[config.mk]
export PLATFORM = sky130hd
export DESIGN_NAME = cpu_throttle_idle_control
export DESIGN_NICKNAME = d
export VERILOG_FILES = /design/src/throttle_pkg.sv /design/src/cpu_throttle_idle_control.sv /design/src/throttle_counter.sv /design/src/clock_gates.sv
export SDC_FILE = /design/constraint.sdc
export NUM_CORES = 1
export LEC_CHECK = 0
export BUFFER_PORTS_ARGS = -buffer_cell sky130_fd_sc_hd__buf_2
export CAP_MARGIN = 25
export CORE_AREA = 4 4 51 53
export DETAILED_ROUTE_END_ITERATION = 8
export DIE_AREA = 0 0 55 57
export GPL_ROUTABILITY_DRIVEN = 0
export PLACE_DENSITY = 0.86
export SYNTH_ARGS = -nofsm -noshare
export SYNTH_HDL_FRONTEND = slang
export SYNTH_HIERARCHICAL = 1
export SYNTH_SLANG_ARGS = --single-unit
[constraint.sdc]
create_clock -name mclk_in -period 3.2 [get_ports mclk_in]
set_input_delay 0.48 -clock mclk_in [delete_from_list [all_inputs] [get_ports mclk_in]]
set_output_delay 0.48 -clock mclk_in [all_outputs]
set_load 0.005 [all_outputs]
[src/throttle_pkg.sv]
// Package of constants for the CPU throttle and idle controller
package throttle_pkg;
    localparam int          RATIO_W      = 3;
    localparam int          CNT_W        = 8;
    localparam logic [2:0]  RATIO_RESET  = 3'h0;
    localparam logic        ENABLE_RESET = 1'b0;
    localparam logic        RECOVER_RESET = 1'b0;
    localparam logic        RESUME_RESET  = 1'b0;
    localparam logic        IDLE_RESET   = 1'b0;
    // Ratio code k gives a period of 2^(k+1) cycles: 001 -> 4, 100 -> 32
    localparam logic [2:0]  RATIO_MAX    = 3'h7;
    typedef enum logic [1:0] {RUN, IDLE, SLEEP} pmode_e;
endpackage

[src/cpu_throttle_idle_control.sv]
// Top of the CPU throttle and idle power controller
`timescale 1ns/1ps
module cpu_throttle_idle_control (
    input  wire logic                               mclk_in,
    input  wire logic                               rstn_in,
    input  wire logic                               enable_wr_in,
    input  wire logic                               enable_wdata_in,
    input  wire logic                               ratio_wr_in,
    input  wire logic [throttle_pkg::RATIO_W-1:0]   ratio_wdata_in,
    input  wire logic                               recover_on_irq_in,
    input  wire logic                               resume_reduced_on_return_in,
    input  wire logic                               halt_core_select_in,
    input  wire logic                               clock_output_pin_cfg_n_in,
    input  wire logic                               irq_in,
    input  wire logic                               sleep_instr_in,
    input  wire logic                               return_from_irq_instr_in,
    input  wire logic                               wdt_event_in,
    output logic                                    cpu_throttle_enable_out,
    output logic [throttle_pkg::RATIO_W-1:0]        ratio_out,
    output logic                                    cpu_run_out,
    output logic                                    fetch_run_out,
    output logic                                    periph_instr_clk_out,
    output logic                                    sys_periph_run_out,
    output logic                                    osc_periph_run_out,
    output logic                                    clock_output_pin_out,
    output logic                                    idle_out,
    output logic                                    sleep_out,
    output logic                                    wdt_reset_out,
    output logic                                    wdt_wake_out
);
    import throttle_pkg::*;

    pmode_e           mode;
    pmode_e           next_mode;
    logic             en;
    logic             next_en;
    logic [RATIO_W-1:0] ratio;
    logic             slot;
    logic             restart;
    logic             in_idle;
    logic             in_sleep;
    logic             irq_recover;
    logic             resume_set;

    assign in_idle  = (mode == IDLE);
    assign in_sleep = (mode == SLEEP);
    // Interrupt recovery only applies when throttling is active
    assign irq_recover = irq_in && recover_on_irq_in && en;
    assign resume_set  = return_from_irq_instr_in
                         && resume_reduced_on_return_in;

    // Software write loses to hardware events in the same cycle
    always_comb begin
        next_en = en;
        if (enable_wr_in) next_en = enable_wdata_in;
        if (resume_set) next_en = 1'b1;
        if (irq_recover) next_en = 1'b0;
    end
    // Watchdog wake never touches the enable bit
    assign restart = (next_en && !en) || ratio_wr_in;

    always_comb begin
        next_mode = mode;
        unique case (mode)
            RUN: begin
                if (sleep_instr_in && !irq_in)
                    next_mode = halt_core_select_in ? IDLE : SLEEP;
            end
            IDLE: begin
                if (irq_in || wdt_event_in) next_mode = RUN;
            end
            SLEEP: begin
                if (irq_in || wdt_event_in) next_mode = RUN;
            end
            // Spare state code falls back to normal running
            default: next_mode = RUN;
        endcase
    end

    always_ff @(posedge mclk_in or negedge rstn_in) begin
        if (!rstn_in) begin
            mode  <= RUN;
            en    <= ENABLE_RESET;
            ratio <= RATIO_RESET;
        end else begin
            mode <= next_mode;
            en   <= next_en;
            if (ratio_wr_in) ratio <= ratio_wdata_in;
        end
    end

    throttle_counter u_counter (
        .mclk_in    (mclk_in),
        .rstn_in    (rstn_in),
        .restart_in (restart),
        .ratio_in   (ratio),
        .slot_out   (slot)
    );

    clock_gates u_gates (
        .mclk_in              (mclk_in),
        .rstn_in              (rstn_in),
        .idle_in              (in_idle),
        .sleep_in             (in_sleep),
        .clock_output_pin_cfg_n_in      (clock_output_pin_cfg_n_in),
        .sys_periph_run_out   (sys_periph_run_out),
        .osc_periph_run_out   (osc_periph_run_out),
        .clock_output_pin_out (clock_output_pin_out)
    );

    assign cpu_throttle_enable_out = en;
    assign ratio_out               = ratio;
    // Without recovery the ISR keeps the throttled slot rate
    assign cpu_run_out   = (mode == RUN) && (!en || slot);
    assign fetch_run_out = cpu_run_out;
    assign periph_instr_clk_out = !in_sleep;
    assign idle_out      = in_idle;
    assign sleep_out     = in_sleep;
    assign wdt_reset_out = wdt_event_in && !in_idle && !in_sleep;
    assign wdt_wake_out  = wdt_event_in && (in_idle || in_sleep);

    a_idle_wake_irq: assert property (@(posedge mclk_in) disable iff (!rstn_in)
        in_idle && irq_in |=> mode == RUN)
        else $error("idle not left on interrupt");
    a_wdt_no_reset: assert property (@(posedge mclk_in) disable iff (!rstn_in)
        in_idle |-> !wdt_reset_out)
        else $error("watchdog reset in idle");
    a_wdt_keeps_en: assert property (@(posedge mclk_in) disable iff (!rstn_in)
        in_idle && wdt_event_in && !irq_in && !enable_wr_in && !resume_set
        |=> en == $past(en))
        else $error("watchdog wake changed enable");
    a_recover_clear: assert property (@(posedge mclk_in) disable iff (!rstn_in)
        irq_recover |=> !en)
        else $error("enable not cleared on recovery");
    a_resume_set: assert property (@(posedge mclk_in) disable iff (!rstn_in)
        resume_set && !irq_recover |=> en)
        else $error("enable not set on return");
    a_sleep_select: assert property (@(posedge mclk_in) disable iff (!rstn_in)
        mode == RUN && sleep_instr_in && !irq_in
        |=> (halt_core_select_in ? in_idle : in_sleep))
        else $error("wrong low-power mode");
    a_idle_halts: assert property (@(posedge mclk_in) disable iff (!rstn_in)
        in_idle |-> !cpu_run_out && sys_periph_run_out)
        else $error("idle gating wrong");
    a_sleep_gates: assert property (@(posedge mclk_in) disable iff (!rstn_in)
        in_sleep |-> !sys_periph_run_out && !cpu_run_out)
        else $error("sleep gating wrong");
    a_throttle_gap: assert property (@(posedge mclk_in) disable iff (!rstn_in)
        en && ratio == 3'h1 && !ratio_wr_in && mode == RUN && cpu_run_out
        ##1 en && !ratio_wr_in && mode == RUN |-> !cpu_run_out)
        else $error("throttle ran two cycles in a row");
    a_wdt_reset_run: assert property (@(posedge mclk_in) disable iff (!rstn_in)
        mode == RUN && wdt_event_in |-> wdt_reset_out)
        else $error("watchdog reset missing while running");
    a_wdt_wake_idle: assert property (@(posedge mclk_in) disable iff (!rstn_in)
        in_idle && wdt_event_in |=> mode == RUN)
        else $error("watchdog did not wake idle");
    a_no_recover_keep: assert property (@(posedge mclk_in)
        disable iff (!rstn_in)
        irq_in && !recover_on_irq_in && en && !enable_wr_in |=> en)
        else $error("enable lost without recovery");
    a_periph_running: assert property (@(posedge mclk_in)
        disable iff (!rstn_in)
        !in_sleep |-> periph_instr_clk_out && sys_periph_run_out)
        else $error("peripheral clocks stopped outside sleep");
    a_restart_slot: assert property (@(posedge mclk_in) disable iff (!rstn_in)
        restart |=> slot)
        else $error("counter did not restart");
    a_full_speed: assert property (@(posedge mclk_in) disable iff (!rstn_in)
        mode == RUN && !en |-> cpu_run_out)
        else $error("CPU stalled at full speed");
    a_ratio_write: assert property (@(posedge mclk_in) disable iff (!rstn_in)
        ratio_wr_in |=> ratio == $past(ratio_wdata_in))
        else $error("ratio write lost");
    a_idle_recover: assert property (@(posedge mclk_in) disable iff (!rstn_in)
        in_idle && irq_in && recover_on_irq_in && en
        |=> mode == RUN && !en)
        else $error("idle exit kept throttling");
    c_idle_entry: cover property (@(posedge mclk_in) mode == RUN ##1 in_idle);
    c_sleep_entry: cover property (@(posedge mclk_in) mode == RUN ##1 in_sleep);
    c_recover: cover property (@(posedge mclk_in) irq_recover);
    c_wdt_wake: cover property (@(posedge mclk_in) in_idle && wdt_event_in);
endmodule // cpu_throttle_idle_control

[src/throttle_counter.sv]
// Throttle period counter producing the CPU run slot
`timescale 1ns/1ps
module throttle_counter (
    input  wire logic                           mclk_in,
    input  wire logic                           rstn_in,
    input  wire logic                           restart_in,
    input  wire logic [throttle_pkg::RATIO_W-1:0] ratio_in,
    output logic                                slot_out
);
    import throttle_pkg::*;
    logic [CNT_W-1:0] cnt;
    logic [CNT_W-1:0] last;
    logic [CNT_W-1:0] next_cnt;
    assign last     = CNT_W'((9'h2 << ratio_in) - 9'h1);
    assign next_cnt = (restart_in || cnt >= last) ? '0 : cnt + 8'h1;
    assign slot_out = (cnt == '0);
    always_ff @(posedge mclk_in or negedge rstn_in) begin
        if (!rstn_in) cnt <= '0;
        else cnt <= next_cnt;
    end
endmodule // throttle_counter

[src/clock_gates.sv]
// Clock-enable outputs derived from the power mode
`timescale 1ns/1ps
module clock_gates (
    input  wire logic mclk_in,
    input  wire logic rstn_in,
    input  wire logic idle_in,
    input  wire logic sleep_in,
    input  wire logic clock_output_pin_cfg_n_in,
    output logic      sys_periph_run_out,
    output logic      osc_periph_run_out,
    output logic      clock_output_pin_out
);
    logic tog;
    // Oscillator-sourced peripherals never gated here
    assign osc_periph_run_out = 1'b1;
    assign sys_periph_run_out = !sleep_in;
    // Divided by two so the pin toggles visibly; active when config is 0
    always_ff @(posedge mclk_in or negedge rstn_in) begin
        if (!rstn_in) tog <= 1'b0;
        else if (!sleep_in) tog <= ~tog;
    end
    assign clock_output_pin_out = !clock_output_pin_cfg_n_in && tog;

    a_pin_idle_toggle: assert property (@(posedge mclk_in)
        disable iff (!rstn_in)
        idle_in && !clock_output_pin_cfg_n_in ##1 idle_in && !clock_output_pin_cfg_n_in
        |-> clock_output_pin_out != $past(clock_output_pin_out))
        else $error("clock output stalled in idle");
endmodule // clock_gates

After elaboration in Yosys (flattened, before gate mapping)
Cells that the tools add are included.
{"block": "classes", "addsub": 2, "order_cmp": 1, "n_eq_ne": 4, "shifts": 1, "n_mux": 8, "n_bitwise": 1, "reduce_logical": 24}
{"op": "$logic_and 1x1->1", "n": 10}
{"op": "$add 8x1->8 const B", "n": 1}
{"op": "$ge 8x8->1", "n": 1}
{"op": "$logic_not 8->1", "n": 1}
{"op": "$mux 8", "n": 1}
{"op": "$shl 2x3->8 const A", "n": 1}
{"op": "$sub 8x1->8 const B", "n": 1}
{"op": "$mux 2", "n": 3}
{"op": "$logic_not 1->1", "n": 5}
{"op": "$logic_or 1x1->1", "n": 5}
{"op": "$pmux 2 s2", "n": 1}
{"op": "$mux 1", "n": 3}
{"op": "$eq 2x1->1 const B", "n": 1}
{"op": "$eq 2x2->1 const B", "n": 1}
{"op": "$logic_not 2->1", "n": 1}
{"op": "$ne 2x1->1 const B", "n": 1}
{"op": "$ne 2x2->1 const B", "n": 1}
{"op": "$reduce_and 2->1", "n": 1}
{"op": "$reduce_or 2->1", "n": 1}
{"op": "$not 1->1", "n": 1}
{"block": "totals", "regBits": 15, "in_bits": 16, "out_inout_bits": 14, "elab_cells": 46}

Logic depth before layout (Yosys ltp)
{"block": "depth", "word_depth": 7, "depth_mapped": 11, "ltp_nobuf": 10}

Cells and area by module
Netlist, hierarchy kept.
{"mod": "throttle_counter", "n_inst": 1, "cells_per_inst": 73, "area_each_um2": 660.6, "seq_area_each_um2": 200.2}
{"mod": "cpu_throttle_idle_control", "n_inst": 1, "cells_per_inst": 32, "area_each_um2": 351.6, "seq_area_each_um2": 150.1}
{"mod": "clock_gates", "n_inst": 1, "cells_per_inst": 6, "area_each_um2": 56.3, "seq_area_each_um2": 25.0}

Least setup slack after synthesis
No wires, ideal clock.
{"block": "synth_timing", "kind": "reg-to-reg", "start": "register ratio[0] (netlist: ratio_out[0])", "end": "register u_counter.cnt[5]", "setup_ns": 0.104, "t_arrival_ns": 2.336, "t_required_ns": 3.096, "slack_ns": 0.761, "stages_incl_launch_ff": 11, "n_path_buf": 1, "period_less_slack_ns": 2.439, "cell_sequence": "dfrtp_1 or3_1 ha_1 clkbuf_1 xor2_1 nor2_1 a21oi_1 ha_1 a211oi_1 o21ai_1 a221oi_1"}
{"block": "synth_via", "elab_chain_len": 5}
{"item": "start, declared", "line": "cpu_throttle_idle_control.sv:37", "rtl": "logic [RATIO_W-1:0] ratio;"}
{"item": "start signal, assigned", "line": "cpu_throttle_idle_control.sv:88", "rtl": "if (ratio_wr_in) ratio <= ratio_wdata_in;"}
{"item": "$shl 2x3->8", "line": "throttle_counter.sv:14", "rtl": "assign last = CNT_W'((9'h2 << ratio_in) - 9'h1);"}
{"item": "$sub 8x1->8", "line": "throttle_counter.sv:14"}
{"item": "$ge 8x8->1", "line": "throttle_counter.sv:15", "rtl": "assign next_cnt = (restart_in || cnt >= last) ? '0 : cnt + 8'h1;"}
{"item": "$logic_or 1x1->1", "line": "throttle_counter.sv:15"}
{"item": "$mux 8", "line": "throttle_counter.sv:15"}
{"item": "net u_counter.next_cnt[5]", "line": "throttle_counter.sv:13", "rtl": "logic [CNT_W-1:0] next_cnt;"}
{"item": "end signal, assigned", "line": "throttle_counter.sv:19", "rtl": "else cnt <= next_cnt;"}
{"item": "end, declared", "line": "throttle_counter.sv:11", "rtl": "logic [CNT_W-1:0] cnt;"}
The timed path passes the listed nets, and every way through them passes these cells.
A chain may end at the register's enable or synchronous reset.

Worst setup path in the final report
Ends and elaborated chain as after synthesis.

==> reports/results.ini <==
[worst_setup_path]
cp-startpoint = ratio_out[0]$_DFFE_PN0P_
worst-path-buf-inv = 0
cp.arrival_ns = 2.93
path_depth = 9
critPathMaxStageDelay_ns = 0.47
crit_chain = or3_1 -> ha_1 -> xor2_1 -> nor2_1 -> a21oi_1 -> ha_1 -> a211oi_1 -> o21ai_1 -> a221oi_1
reg2reg_to = u_counter/cnt[5]$_DFF_PN0_
endpoint = u_counter/cnt[5]$_DFF_PN0_
critPathSlowestCell = dfrtp_1
reg2reg_from = ratio_out[0]$_DFFE_PN0P_
reg2reg_depth = 9
cp-end-kind = register
cpLargestDelayFamily = compound AO/OA/AOI/OAI gates
path_max_fanout = 8
crit_type = register to register
startpoint_type = register
critPathMostFrequentCell = ha_1
required_ns = 3.36
rrSetupSlack_ns = 0.43

[final_layout]
diodes = 0
n_fill_cell = 189
layout.nets = 170
fin_util_pct = 58.2
drive_gt1_share_pct = 28.6
area_growth_pct = 17.1

[global_route]
grt_pass1_wl_mm = 3.83
grt_pass1_vias = 890
antenna_found_initial = 0
grt_max_degree = 16
track_usage_pct = 16.4
grt-ovfl-total = 0

[timing]
slew_violations = 0
worstMarginPinSlew_ns = 0.644
rsz0062_at_grt = no
min_period_over_period_pct = 86.6
hold_viol = 0
period_needed_ns = 2.77
slew_headroom_pct = 56.8
setup_ws_ns = 0.429
finClkSkew_ns = 0.00189
max_freq_mhz = 361
finalSetupTns_ns = 0
setup_viol = 0

[route]
via_per_inst = 5.56
wl_mm = 2.42
drt-wirelength-per-cell_um = 14.4
ant_nets = 0
first_iter_violations = 19
vias = 934
post-route-drc-count = 0
first_pass_iters = 4

[yosys]
synth_ff_type = dfrtp_1
syn_area_per_cell_um2 = 9.63
yosysMostFrequentCell = dfrtp_1
synth_common_cells = dfrtp_1 (15), ha_1 (13), inv_1 (11)
syn-num-nets = 140
ys_ff_latch = 15
synth_edf_count = 0
synth-async-reset-ratio_pct = 100
post-synth-top-area-fraction_pct = 35.1
synth_cell_types = 39
postSynthCellCount = 111
syn_area_um2 = 1070
yosysSeqAreaShare_pct = 35.1
ys_warn_count = 6
synth_area_leader_cell = dfrtp_1
synth_area_leaders = dfrtp_1 (35%), ha_1 (15%), a211oi_1 (4.2%)

[die]
start_util_pct = 49.7
dieArea_um2 = 3140
die_x_um = 55
die_y_um = 57
io_pins = 30
rows = 17
core_um2 = 2150

[placement]
port_buffers = 28
pre_cts_slack_ns = 0.525
hpwlAfterDp_mm = 1.87

[clock_network]
postCtsHoldBufs = 0
cts-root-buf = clkbuf_4
post_cts_resized = 0
htree_num_levels = 1
cts_sinks = 15
cts_tree = yes
numCtsBuffers = 3
cts_setup_buffers = 0
clkLatencyLatePin_ns = 0.28
clk_path_buf_depth = 2
clk_pin_slew_ns = 0.09

[power_and_ir_drop]
worst_ir_drop_vdd_uv = 283
power.leakage_nw = 0.604
powerDensity_nw_per_um2 = 482

[run]
maxCapViolCount = 0

[run_status]
status = finished clean

[min_path]
hp-class = input pin to asynchronous set/reset pin

[registers in the layout, summed over array words and instances (netlist names)]
| signal | count |
|---|---|
| u_counter/cnt | 8 |
| ratio_out | 3 |
| mode | 2 |
| cpu_throttle_enable_out | 1 |
| u_gates/tog | 1 |
[placed cells by master, fill, tap and decap left out, types with 2 or more instances in the layout]
cell and n:
nor3_1 2, a211oi_1 6, inv_1 11, a221oi_1 2, o21ai_0 2, nand3_1 3
nand2b_1 2, clkbuf_4 3, xor2_1 3, dfrtp_1 15, xnor2_1 3, or3_1 3
nand2_1 9, o21ai_1 2, mux2_2 3, ha_1 13, nor2_1 3, a21oi_1 6
buf_2 28
[worst min path at each step]
stage / slack, ns / to
after global routing: 0.10 / u_counter/cnt[0]$_DFF_PN0_
after CTS: 0.09 / u_counter/cnt[3]$_DFF_PN0_
final: 0.09 / u_counter/cnt[2]$_DFF_PN0_
after floorplan: 0.18 / cpu_throttle_enable_out$_DFF_PN0_
after global placement: 0.40 / u_counter/cnt[3]$_DFF_PN0_
after detailed placement: 0.40 / u_counter/cnt[3]$_DFF_PN0_
[report_power, final]
part	switching, mW	internal [mW]
Combinational	0.129	0.124
Clock	0.0613	0.0483
Sequential	0.0243	0.215
Total	0.215	0.388
[per-layer routing]
layer	share of wire, %	up-vias	wire [µm]	global-route usage [%]
li1	-	457	-	-
met1	43	441	1040	21.2
met2	50	34	1220	27.5
met3	6.5	2	158	2.35
met4	0.33	0	8	5.21
met5	0	-	0	0
[kinds of logic after synthesis]
| family | count (synthesis) | share of synthesized area [%] |
|---|---|---|
| buffers and inverters | 14 | 5.62 |
| flip-flops | 15 | 35.1 |
| other | 1 | 0.351 |
| AO/OA/AOI/OAI | 28 | 18.6 |
| adder cells (fa/ha/maj) | 13 | 15.2 |
| AND/OR/NAND/NOR | 31 | 17.0 |
| XOR/XNOR | 6 | 4.92 |
| multiplexers | 3 | 3.16 |
[per-stage QoR]
step / power [mW] / cell area, µm² / hold WS, ns / std cells
after floorplan: 0.409 / 1070 / 0.184 / 111
after global placement: 0.483 / 1220 / 0.398 / 164
after detailed placement: 0.498 / 1220 / 0.403 / 164
after CTS: 0.608 / 1250 / 0.0920 / 168
after global routing: 0.655 / 1250 / 0.103 / 168
final: 0.603 / 1250 / 0.0881 / 168
[cell type report]
type	count	area, µm²	share of cell area, %
Clock buffer	4	26.3	2.10
Inverter	11	41.3	3.30
Multi-Input combinational cell	82	633	50.6
Sequential cell	15	375	30.0
Tap cell	28	35.0	2.80
Timing Repair Buffer	28	140	11.2
No activity file was read; power rests on OpenSTA's default activity.
